[config.mk]
export PLATFORM = sky130hd
export DESIGN_NAME = adcc_control
export DESIGN_NICKNAME = d
export VERILOG_FILES = /design/src/hw/adcc_pkg.sv /design/src/hw/adcc_control.sv
export SDC_FILE = /design/constraint.sdc
export NUM_CORES = 1
export LEC_CHECK = 0
export BUFFER_PORTS_ARGS = -buffer_cell sky130_fd_sc_hd__buf_4
export CORE_ASPECT_RATIO = 0.6
export CORE_UTILIZATION = 30
export CTS_BUF_LIST = sky130_fd_sc_hd__clkbuf_16
export DETAILED_ROUTE_END_ITERATION = 8
export PLACE_DENSITY = 0.63
export SLEW_MARGIN = 20
export SYNTH_ARGS = -nofsm -noshare
export SYNTH_HDL_FRONTEND = slang
export SYNTH_SLANG_ARGS = --single-unit
[constraint.sdc]
create_clock -name mclk -period 3.3 [get_ports mclk]
set_clock_uncertainty 0.15 [all_clocks]
set_input_delay 0.33 -clock mclk [delete_from_list [all_inputs] [get_ports mclk]]
set_output_delay 0.33 -clock mclk [all_outputs]
set_load 0.03 [all_outputs]
[src/hw/adcc_pkg.sv]
//------------------------------------------------------------
// Purpose: Shared constants and types of the converter control
// Assumes: APB slave, one register per aligned word
// Notes:   Register indices times four give byte addresses
//------------------------------------------------------------
package adcc_pkg;

	//------------------------------------------------------------
	// Register indices
	//------------------------------------------------------------
	localparam logic [7:0] IDX_RESULT_LO = 8'h78;
	localparam logic [7:0] IDX_RESULT_HI = 8'h79;
	localparam logic [7:0] IDX_CTRL_A    = 8'h7A;
	localparam logic [7:0] IDX_CTRL_B    = 8'h7B;
	localparam logic [7:0] IDX_FORMAT    = 8'h7C;
	localparam logic [7:0] IDX_DIDR      = 8'h7E;

	//------------------------------------------------------------
	// Field positions
	//------------------------------------------------------------
	localparam int A_EN_BIT    = 7;
	localparam int A_START_BIT = 6;
	localparam int A_ATE_BIT   = 5;
	localparam int A_FLAG_BIT  = 4;
	localparam int A_IE_BIT    = 3;
	localparam int B_COMPARATOR_MUX_ENABLE_BIT  = 6;
	localparam int F_LALIGN_BIT = 5;

	//------------------------------------------------------------
	// Reset values and conversion lengths
	//------------------------------------------------------------
	localparam logic [7:0] RESET_BYTE   = 8'h00;
	localparam logic [9:0] RESET_RESULT = 10'h000;
	localparam logic [4:0] CONV_NORMAL  = 5'd13;
	localparam logic [4:0] CONV_FIRST   = 5'd25;
	localparam logic [2:0] TSEL_FREE    = 3'h0;

	//------------------------------------------------------------
	// Whole block state
	//------------------------------------------------------------
	typedef struct packed {
		logic       en;
		logic       start;
		logic       ate;
		logic       flag;
		logic       ie;
		logic [2:0] div;
		logic       comparator_mux_enable;
		logic [2:0] tsel;
		logic       lalign;
		logic [7:0] didr;
		logic [9:0] result;
		logic       locked;
		logic       firstPend;
		logic [6:0] preCnt;
		logic [4:0] convCnt;
		logic [4:0] convLen;
		logic       trigPrev;
		logic       flagPrev;
		logic [7:0] pin1;
		logic [7:0] pin2;
		logic [7:0] pin3;
		logic [7:0] pinStable;
		logic [7:0] pinOut;
		logic [7:0] prdata;
		logic       slverr;
	} adcc_state_t;

endpackage : adcc_pkg

[src/hw/adcc_control.sv]
//------------------------------------------------------------
// Purpose: Converter control, result and pin logic behind APB
// Assumes: Analog core converts while convBusy, result on coreResult
// Notes:   No wait states, pready is high in the first access cycle
//------------------------------------------------------------
// What this block does
// - With auto trigger on, a rising edge of the chosen source starts a conversion
// - Done flag sets when a conversion ends and the result is loaded
// - Interrupt request is flag and enable and global enable together
// - Vector acknowledge clears the done flag
// - Writing one to the flag clears it, zero leaves it
// - Writing the flag back as one drops a pending request
// - Divide select picks system clock over 2,2,4,8,16,32,64,128
// - Result low byte at base index, high byte at base plus one
// - Reading the low byte freezes the result until the high byte is read
// - Differential results are kept as two's complement
// - Right aligned: result in bits 9..0, upper six read zero
// - Left aligned: result in bits 15..6, lower six read zero
// - Without auto trigger the source select has no effect
// - Source codes: free run, comparator, ext int 0, timer events
// - Trigger is a rising edge of the selected flag, also on reselect
// - Switching to free running never makes a trigger
// - Comparator negative input from mux when enabled bit set and converter off
// - Input disable bits force the pin value to zero
// - Conversions take 13 converter clocks, the first one 25
// - Clearing the enable bit aborts a running conversion
// - Start bit reads one while converting, writing zero does nothing
`timescale 1ns/1ns
`default_nettype none

module adcc_control
	import adcc_pkg::*;
(
	// Clock and reset
	input  wire logic        mclk,
	input  wire logic        reset,
	// APB slave
	input  wire logic        psel,
	input  wire logic        penable,
	input  wire logic        pwrite,
	input  wire logic [11:0] paddr,
	input  wire logic [31:0] pwdata,
	output logic      [31:0] prdata,
	output logic             pready,
	output logic             pslverr,
	// Trigger source flags, index is the source code
	input  wire logic [7:1]  trigSources,
	// Processor interrupt side
	input  wire logic        globalIrqEnable,
	input  wire logic        irqVectorAck,
	output logic             convIrq,
	// Analog core
	input  wire logic [9:0]  coreResult,
	input  wire logic        diffSelected,
	output logic             convClkTick,
	output logic             convBusy,
	output logic             convFirst,
	output logic             compNegFromMux,
	// Analog pins, digital path
	input  wire logic [7:0]  pinRaw,
	output logic      [7:0]  pinValue,
	output logic      [7:0]  inputBufferOff
);

	//------------------------------------------------------------
	// Helpers
	//------------------------------------------------------------
	// Divider terminal count per select code
	function automatic logic [6:0] divLast(input logic [2:0] code);
		logic [7:0] f;
		f = (code == 3'h0) ? 8'd2 : (8'd1 << code);
		return 7'(f - 8'd1);
	endfunction : divLast

	// Result view at the chosen alignment
	function automatic logic [15:0] alignView(input logic [9:0] r, input logic left);
		return left ? {r, 6'h00} : {6'h00, r};
	endfunction : alignView

	adcc_state_t s_r;
	adcc_state_t s_nxt;

	logic        accWr;
	logic        accRd;
	logic        setupRd;
	logic        lockNow;
	logic [7:0]  idx;
	logic [7:0]  wbyte;
	logic        mapped;
	logic        tick;
	logic        done;
	logic        trigSel;
	logic        trigEdge;
	logic        freeEdge;
	logic        swStart;
	logic        startNow;
	logic [15:0] view;
	logic [7:0]  rbyte;

	//------------------------------------------------------------
	// Bus decode
	//------------------------------------------------------------
	assign idx     = paddr[9:2];
	assign wbyte   = pwdata[7:0];
	assign accWr   = psel & penable & pwrite & mapped;
	assign accRd   = psel & penable & ~pwrite & mapped;
	assign setupRd = psel & ~penable;
	assign lockNow = setupRd & ~pwrite & mapped & (idx == IDX_RESULT_LO);
	assign mapped  = (paddr[11:10] == 2'b00) && (paddr[1:0] == 2'b00) &&
	                 (idx == IDX_RESULT_LO || idx == IDX_RESULT_HI || idx == IDX_CTRL_A ||
	                  idx == IDX_CTRL_B || idx == IDX_FORMAT || idx == IDX_DIDR);
	assign view    = alignView(s_r.result, s_r.lalign);

	// Read mux
	always_comb begin
		unique case (idx)
			IDX_RESULT_LO: rbyte = view[7:0];
			IDX_RESULT_HI: rbyte = view[15:8];
			IDX_CTRL_A:    rbyte = {s_r.en, s_r.start, s_r.ate, s_r.flag, s_r.ie, s_r.div};
			IDX_CTRL_B:    rbyte = {1'b0, s_r.comparator_mux_enable, 3'h0, s_r.tsel};
			IDX_FORMAT:    rbyte = {2'b00, s_r.lalign, 5'h00};
			IDX_DIDR:      rbyte = s_r.didr;
			default:       rbyte = RESET_BYTE;
		endcase
	end

	//------------------------------------------------------------
	// Prescaler, trigger and start decisions
	//------------------------------------------------------------
	assign tick = s_r.en && (s_r.preCnt >= divLast(s_r.div));
	assign done = s_r.start && tick && (s_r.convCnt + 5'd1 == s_r.convLen);

	// Selected source, forced low without auto trigger
	always_comb begin
		if (!s_r.ate || s_r.tsel == TSEL_FREE) begin
			trigSel = 1'b0;
		end else begin
			trigSel = trigSources[s_r.tsel];
		end
	end

	assign trigEdge = trigSel & ~s_r.trigPrev;
	assign freeEdge = s_r.ate && s_r.tsel == TSEL_FREE && s_r.flag && !s_r.flagPrev;
	assign swStart  = accWr && idx == IDX_CTRL_A && wbyte[A_START_BIT] && wbyte[A_EN_BIT];
	assign startNow = !s_r.start && (swStart || (s_r.en && (trigEdge || freeEdge)));

	//------------------------------------------------------------
	// Next state
	//------------------------------------------------------------
	always_comb begin
		s_nxt = s_r;
		// Pin synchroniser, change accepted when stages two and three agree
		s_nxt.pin1 = pinRaw;
		s_nxt.pin2 = s_r.pin1;
		s_nxt.pin3 = s_r.pin2;
		if (s_r.pin2 == s_r.pin3) begin
			s_nxt.pinStable = s_r.pin3;
		end
		s_nxt.pinOut   = s_r.pinStable & ~s_r.didr;
		s_nxt.trigPrev = trigSel;
		s_nxt.flagPrev = s_r.flag;

		// Prescaler runs only while enabled
		if (!s_r.en || tick) begin
			s_nxt.preCnt = 7'h00;
		end else begin
			s_nxt.preCnt = s_r.preCnt + 7'd1;
		end

		// Conversion progress
		if (s_r.start && tick) begin
			s_nxt.convCnt = s_r.convCnt + 5'd1;
		end

		// Register writes
		if (accWr) begin
			unique case (idx)
				IDX_CTRL_A: begin
					if (wbyte[A_EN_BIT] && !s_r.en) begin
						s_nxt.firstPend = 1'b1;
					end
					s_nxt.en  = wbyte[A_EN_BIT];
					s_nxt.ate = wbyte[A_ATE_BIT];
					s_nxt.ie  = wbyte[A_IE_BIT];
					s_nxt.div = wbyte[2:0];
					if (wbyte[A_FLAG_BIT]) begin
						s_nxt.flag = 1'b0;
					end
				end
				IDX_CTRL_B: begin
					s_nxt.comparator_mux_enable = wbyte[B_COMPARATOR_MUX_ENABLE_BIT];
					s_nxt.tsel = wbyte[2:0];
				end
				IDX_FORMAT: s_nxt.lalign = wbyte[F_LALIGN_BIT];
				IDX_DIDR:   s_nxt.didr   = wbyte;
				default: ;
			endcase
		end

		// Vector acknowledge clears the flag
		if (irqVectorAck) begin
			s_nxt.flag = 1'b0;
		end

		// Start a conversion
		if (startNow) begin
			s_nxt.start     = 1'b1;
			s_nxt.convCnt   = 5'd0;
			s_nxt.convLen   = (s_r.firstPend || (swStart && !s_r.en)) ? CONV_FIRST : CONV_NORMAL;
			s_nxt.firstPend = 1'b0;
		end

		// Completion, lock holds the old result
		if (done) begin
			s_nxt.start = 1'b0;
			if (!s_r.locked && !lockNow) begin
				s_nxt.result = coreResult;
			end
			s_nxt.flag = 1'b1;
		end

		// Disable aborts the running conversion
		if (!s_nxt.en) begin
			s_nxt.start = 1'b0;
		end

		// Lock as the low byte is captured, release on high byte read
		if (lockNow) begin
			s_nxt.locked = 1'b1;
		end else if (accRd && idx == IDX_RESULT_HI) begin
			s_nxt.locked = 1'b0;
		end

		// Read data and error captured in the setup cycle
		if (setupRd) begin
			s_nxt.prdata = (pwrite || !mapped) ? RESET_BYTE : rbyte;
			s_nxt.slverr = !mapped;
		end
	end

	//------------------------------------------------------------
	// State register
	//------------------------------------------------------------
	always_ff @(posedge mclk or posedge reset) begin
		if (reset) begin
			s_r <= '0;
		end else begin
			s_r <= s_nxt;
		end
	end

	//------------------------------------------------------------
	// Outputs
	//------------------------------------------------------------
	assign pready         = psel & penable;
	assign prdata         = {24'h00_0000, s_r.prdata};
	assign pslverr        = psel & penable & s_r.slverr;
	assign convIrq        = s_r.flag & s_r.ie & globalIrqEnable;
	assign convClkTick    = tick;
	assign convBusy       = s_r.start;
	assign convFirst      = s_r.start && s_r.convLen == CONV_FIRST;
	assign compNegFromMux = s_r.comparator_mux_enable & ~s_r.en;
	assign pinValue       = s_r.pinOut;
	assign inputBufferOff = s_r.didr;
endmodule : adcc_control

`default_nettype wire

# After elaboration in Yosys (flattened, before gate mapping)
# Cells that the tools add are included.
# W data, S select, Z words.
dict set report totals {
  out_inout_bits 55
  input_bits 77
  regBits 101
  wordCells 146
}
dict set report op_classes {
  shifts 1
  bitwise 20
  n_reduce_logical 55
  n_mux 30
  addsub 3
  eq_ne 10
  magnitude_cmp 2
}
# cell n
set op_table {}
lappend op_table {{$eq A8 B7 Y1 const B} 6}
lappend op_table {{$pmux W8 S6} 1}
lappend op_table {{$logic_and A1 B1 Y1} 18}
lappend op_table {{$mux W18} 1}
lappend op_table {{$mux W1} 17}
lappend op_table {{$mux W16} 1}
lappend op_table {{$mux W8} 2}
lappend op_table {{$mux W5} 3}
lappend op_table {{$and A1 B1 Y1} 14}
lappend op_table {{$mux W7} 2}
lappend op_table {{$logic_or A1 B1 Y1} 11}
lappend op_table {{$mux W10} 1}
lappend op_table {{$reduce_and A2 Y1} 5}
lappend op_table {{$reduce_bool A2 Y1} 5}
lappend op_table {{$reduce_bool A3 Y1} 3}
lappend op_table {{$and A8 B8 Y8} 1}
lappend op_table {{$eq A8 B8 Y1} 1}
lappend op_table {{$not A8 Y8} 1}
lappend op_table {{$add A7 B1 Y7 const B} 1}
lappend op_table {{$ge A7 B7 Y1} 1}
lappend op_table {{$logic_not A1 Y1} 7}
lappend op_table {{$shl A1 B3 Y7 const A} 1}
lappend op_table {{$sub A7 B1 Y7 const B} 1}
lappend op_table {{$logic_not A3 Y1} 2}
lappend op_table {{10 further kinds} 15}

# Longest topological paths before layout
dict set report depth {
  ltp_word 16
  depth_mapped 7
}

# Least setup slack after synthesis
# No wires, ideal clock.
dict set report synth_path {
  path_kind {register -> register}
  from {register s_r[94] in the netlist's numbering}
  to {register s_r[70] in the netlist's numbering}
  path_stages_with_launch 8
  synth_period_minus_slack_ns 2.565
  setup_ns 0.125
  arrival_time_ns 2.290
  slack_ns 0.735
  n_path_buf 0
  path_cell_list {dfrtp_1 > nand3_1 > ha_1 > nand4_1 > a211oi_2 > o21ai_2 > nor4_4 > mux2_2}
}
dict set report synth_between {
  elab_chain_len 8
  word_cells_on_any_way 9
}
# element line
set synth_rtl {}
lappend synth_rtl {{from (decl)} adcc_control.sv:80} ;# adcc_state_t s_r;
lappend synth_rtl {{from (signal assigned)} adcc_control.sv:248} ;# s_r <= s_nxt;
lappend synth_rtl {{$logic_not A3 Y1 or $shl A1 B3 Y7 (tied branches)} adcc_control.sv:71} ;# f = (code == 3'h0) ? 8'd2 : (8'd1 << code);
lappend synth_rtl {{$mux W7 *} adcc_control.sv:71}
lappend synth_rtl {{$sub A7 B1 Y7 *} adcc_control.sv:72} ;# return 7'(f - 8'd1);
lappend synth_rtl {{$ge A7 B7 Y1 *} adcc_control.sv:130} ;# assign tick = s_r.en && (s_r.preCnt >= divLast(s_r.div));
lappend synth_rtl {{$logic_and A1 B1 Y1 *} adcc_control.sv:130}
lappend synth_rtl {{$logic_and A1 B1 Y1 * (2 in series)} adcc_control.sv:131} ;# assign done = s_r.start && tick && (s_r.convCnt + 5'd1 == s_r.convLen);
lappend synth_rtl {{$reduce_and A2 Y1 (no line) *} --}
# Mark *: on every way between the ends. The rest lies on a longest branch, timed or not.
# A chain may end at the register's enable or synchronous reset.

# Worst setup path after layout
dict set report layout_path {
  from {register s_r[94] in the netlist's numbering}
  to {register s_r[76] in the netlist's numbering}
}
# The elaborated chain is that of the path after synthesis.

==> out/metrics.yaml <==
timing:
  period_needed_ps: 2810
  worst_slew_pin_slew_ps: 800
  hold_violations: 0
  fmax_ghz: 0.355
  slew_headroom: 0.461
  setup_violations: 0
  timing.setup.tns_ps: 0
  rsz0062_at_grt: "false"
  slew_violations: 0
  period_share: 0.852
finish:
  num-nets-final: 567
  drive_gt1_frac: 0.318
  utilization: 0.373
  area_growth_pct: 20.4
  antennaDiodeCount: 0
  final_area_sq_um: 5770
min_path:
  min_delay_path_depth: 2
  min_to: "s_r[73]$_DFFE_PP0P_"
  hp-class: "in2reg"
  hold_start: "coreResult[3]"
floorplan:
  placementRows: 35
  pin_count: 132
  initial_core_util: 0.310
  dieArea_sq_um: 16500
  dieWidth_microns: 165
  core-area_sq_um: 15500
  die_h_microns: 99.9
worst_setup_path:
  cpMaxStageDelayCell: "dfrtp_1"
  cp_cell_sequence: "nand3_1, ha_1, nand4_1, a211oi_2, o21ai_2, nor4_4, buf_4, mux2_2"
  regToRegSetupSlack_ps: 490
  worstPathArrival_ps: 2900
  reg2regPathDepth: 8
  timing.rr.end: "s_r[76]$_DFFE_PP0P_"
  worst_ep_required_time_ps: 3380
  start_kind: "flip-flop"
  cp_max_fo: 10
  cp-end-kind: "flip-flop"
  reg2reg_from: "s_r[94]$_DFFE_PP0N_"
  crit_type: "reg2reg"
  max_stage_delay_ps: 460
clock_tree:
  clock_latency_ps: 350
  cts.root.buffer_cell: "clkbuf_16"
  cts_sinks: 99
  max-clock-path-buffers: 2
  post-cts-setup-buffer-count: 0
  path_clk_slew_ps: 70
  numCtsBuffers: 9
  cts-htree-levels: 3
  cts_tree: "built"
global_route:
  grtUsageTotal: 0.141
  first_global_vias: 3285
  grt_pass1_wl_microns: 17500
  antenna_found_initial: 0
  grt-ovfl-total: 0
  grt_max_degree: 53
job:
  cap_violations: 0
detailed_routing:
  routedWlPerCell_microns: 15.8
  drc: 0
  via_count: 3231
  vias_per_cell: 4.68
  first_iter_violations: 180
  ant_nets: 0
  wirelength_microns: 10900
  drt-pass1-iter-count: 5
power:
  vdd_ir_drop_max_v: 0.000251
  p_per_area_nw_per_um2: 442
  leakage_nw: 2.69
synthesis:
  synth.area.top_cells: "dfrtp_1 52%, mux2_2 9.9%, buf_4 7.5%"
  synthArstFlopShare: 1.00
  ys_ff_latch: 99
  seq_area_frac_synth: 0.517
  synth_top_area_share: 0.517
  netlist_instances: 411
  synth_edf_count: 0
  syn_area_sq_um: 4790
  synth_top_cell_by_area: "dfrtp_1"
  ys.flop_type: "dfrtp_1"
  yosysWarnings: 0
  postSynthAreaPerCell_sq_um: 11.7
  synth.distinct_cells: 55
placement:
  place_area_sq_um: 5390
  gp_congestion: 0.834
  post-dp-hpwl_microns: 8310
  numPortBuffers: 82
run_status:
  status: "completed"
## cell type report
| type | instances | area [sq um] |
|---|---|---|
| Clock buffer | 9 | 225 |
| Clock inverter | 7 | 68.8 |
| Fill cell | 1505 | 9690 |
| Inverter | 11 | 42.5 |
| Multi-Input combinational cell | 268 | 1970 |
| Sequential cell | 99 | 2480 |
| Tap cell | 203 | 254 |
| Timing Repair Buffer | 93 | 733 |
## where the power goes
| group | internal [mW] | switching, mW | leakage [nW] |
|---|---|---|---|
| Combinational | 0.0991 | 0.145 | 1.24 |
| Clock | 0.531 | 0.498 | 0.143 |
| Sequential | 1.26 | 0.0216 | 1.30 |
## placed cells by master (no fill, tap or decap), types with 2 or more instances in the layout
cell type and n:
dfrtp_1 99, inv_8 2, dlygate4sd3_1 9, inv_1 9
and3_1 7, nand2_1 24, nor3b_1 4, mux2i_1 13
ha_1 8, nor2b_1 11, or4_1 2, nand3_1 8
conb_1 24, mux2_2 42, or3_1 3, clkbuf_16 9
nand4_1 5, nand2b_1 3, a22o_1 6, xnor2_1 17
nor2_1 17, a21oi_1 8, nor3_1 10, xor2_1 5
o2bb2ai_1 4, a221oi_1 4, buf_4 83, a22oi_1 3
o21ai_0 15, clkinv_2 2
## cells by family (layout without fill, tap and decap cells)
group | after synthesis | in the layout | share of synthesized area
adder cells (fa/ha/maj) | 8 | 8 | 0.0209
other | 1 | 24 | 0.000783
flip-flops | 99 | 99 | 0.517
AO/OA/AOI/OAI | 55 | 55 | 0.0846
multiplexers | 55 | 55 | 0.126
XOR/XNOR | 22 | 22 | 0.0402
AND/OR/NAND/NOR | 104 | 104 | 0.120
buffers and inverters | 67 | 120 | 0.0903
## sequential cells by signal (all words and copies together) (netlist names)
register / flops
prdata: 8
convBusy: 1
inputBufferOff: 8
s_nxt: 17
pinValue: 8
s_r: 57
## layer usage
metal | GRT usage | share of wire | routed length [microns] | vias up
li1 | - | - | - | 1524
met1 | 0.203 | 0.50 | 5490 | 1584
met2 | 0.201 | 0.40 | 4420 | 116
met3 | 0.0525 | 0.085 | 931 | 7
met4 | 0.0282 | 0.0078 | 85 | 0
met5 | 0 | 0 | 0 | -
## timing repair
| action | in CTS | in global routing |
|---|---|---|
| endpoints found under the hold margin | 24 | 0 |
| gates resized for setup | 0 | 0 |
| hold buffers | 9 | 0 |
## critical path, delay by kind of cell, from the launching register on
| kind | cells | cell delay [ps] |
|---|---|---|
| AOI/OAI and AO/OA | 2 | 570 |
| adders and majority gates | 1 | 360 |
| buffers and inverters | 1 | 220 |
| DFF | 1 | 460 |
| muxes | 1 | 350 |
| and+or+nand+nor | 3 | 580 |
## synthesized netlist by cell type (8+ instances only)
| cell | count |
|---|---|
| nor3_1 | 10 |
| o21ai_0 | 15 |
| mux2_2 | 42 |
| dfrtp_1 | 99 |
| nand3_1 | 8 |
| xnor2_1 | 17 |
| nor2_1 | 17 |
| nor2b_1 | 11 |
| inv_1 | 10 |
| ha_1 | 8 |
| nand2_1 | 24 |
| buf_4 | 48 |
| a21oi_1 | 8 |
| mux2i_1 | 13 |
## how the worst max path moves through the flow
stage	slack (ps)	startpoint	to	cells past startpoint
2_1_floorplan	230	reset	convBusy$_DFFE_PP0P_	1
3_3_place_gp	600	s_r[94]$_DFFE_PP0N_	s_r[77]$_DFFE_PP0P_	8
3_5_place_dp	500	s_r[94]$_DFFE_PP0N_	s_r[76]$_DFFE_PP0P_	8
4_1_cts	500	s_r[94]$_DFFE_PP0N_	s_r[76]$_DFFE_PP0P_	8
5_1_grt	250	s_r[94]$_DFFE_PP0N_	s_r[75]$_DFFE_PP0P_	8
6_report	490	s_r[94]$_DFFE_PP0N_	s_r[76]$_DFFE_PP0P_	8
## through the flow
stage | cells | hold slack (ps) | power (mW) | setup slack [ps]
6_report | 690 | 66.6 | 2.55 | 487
5_1_grt | 690 | 57.5 | 2.66 | 247
4_1_cts | 690 | 57.5 | 2.58 | 497
3_5_place_dp | 665 | 187 | 1.54 | 505
3_3_place_gp | 665 | 185 | 1.54 | 599
2_1_floorplan | 434 | 181 | 1.48 | 230
Power figures use the tool's default switching activity.
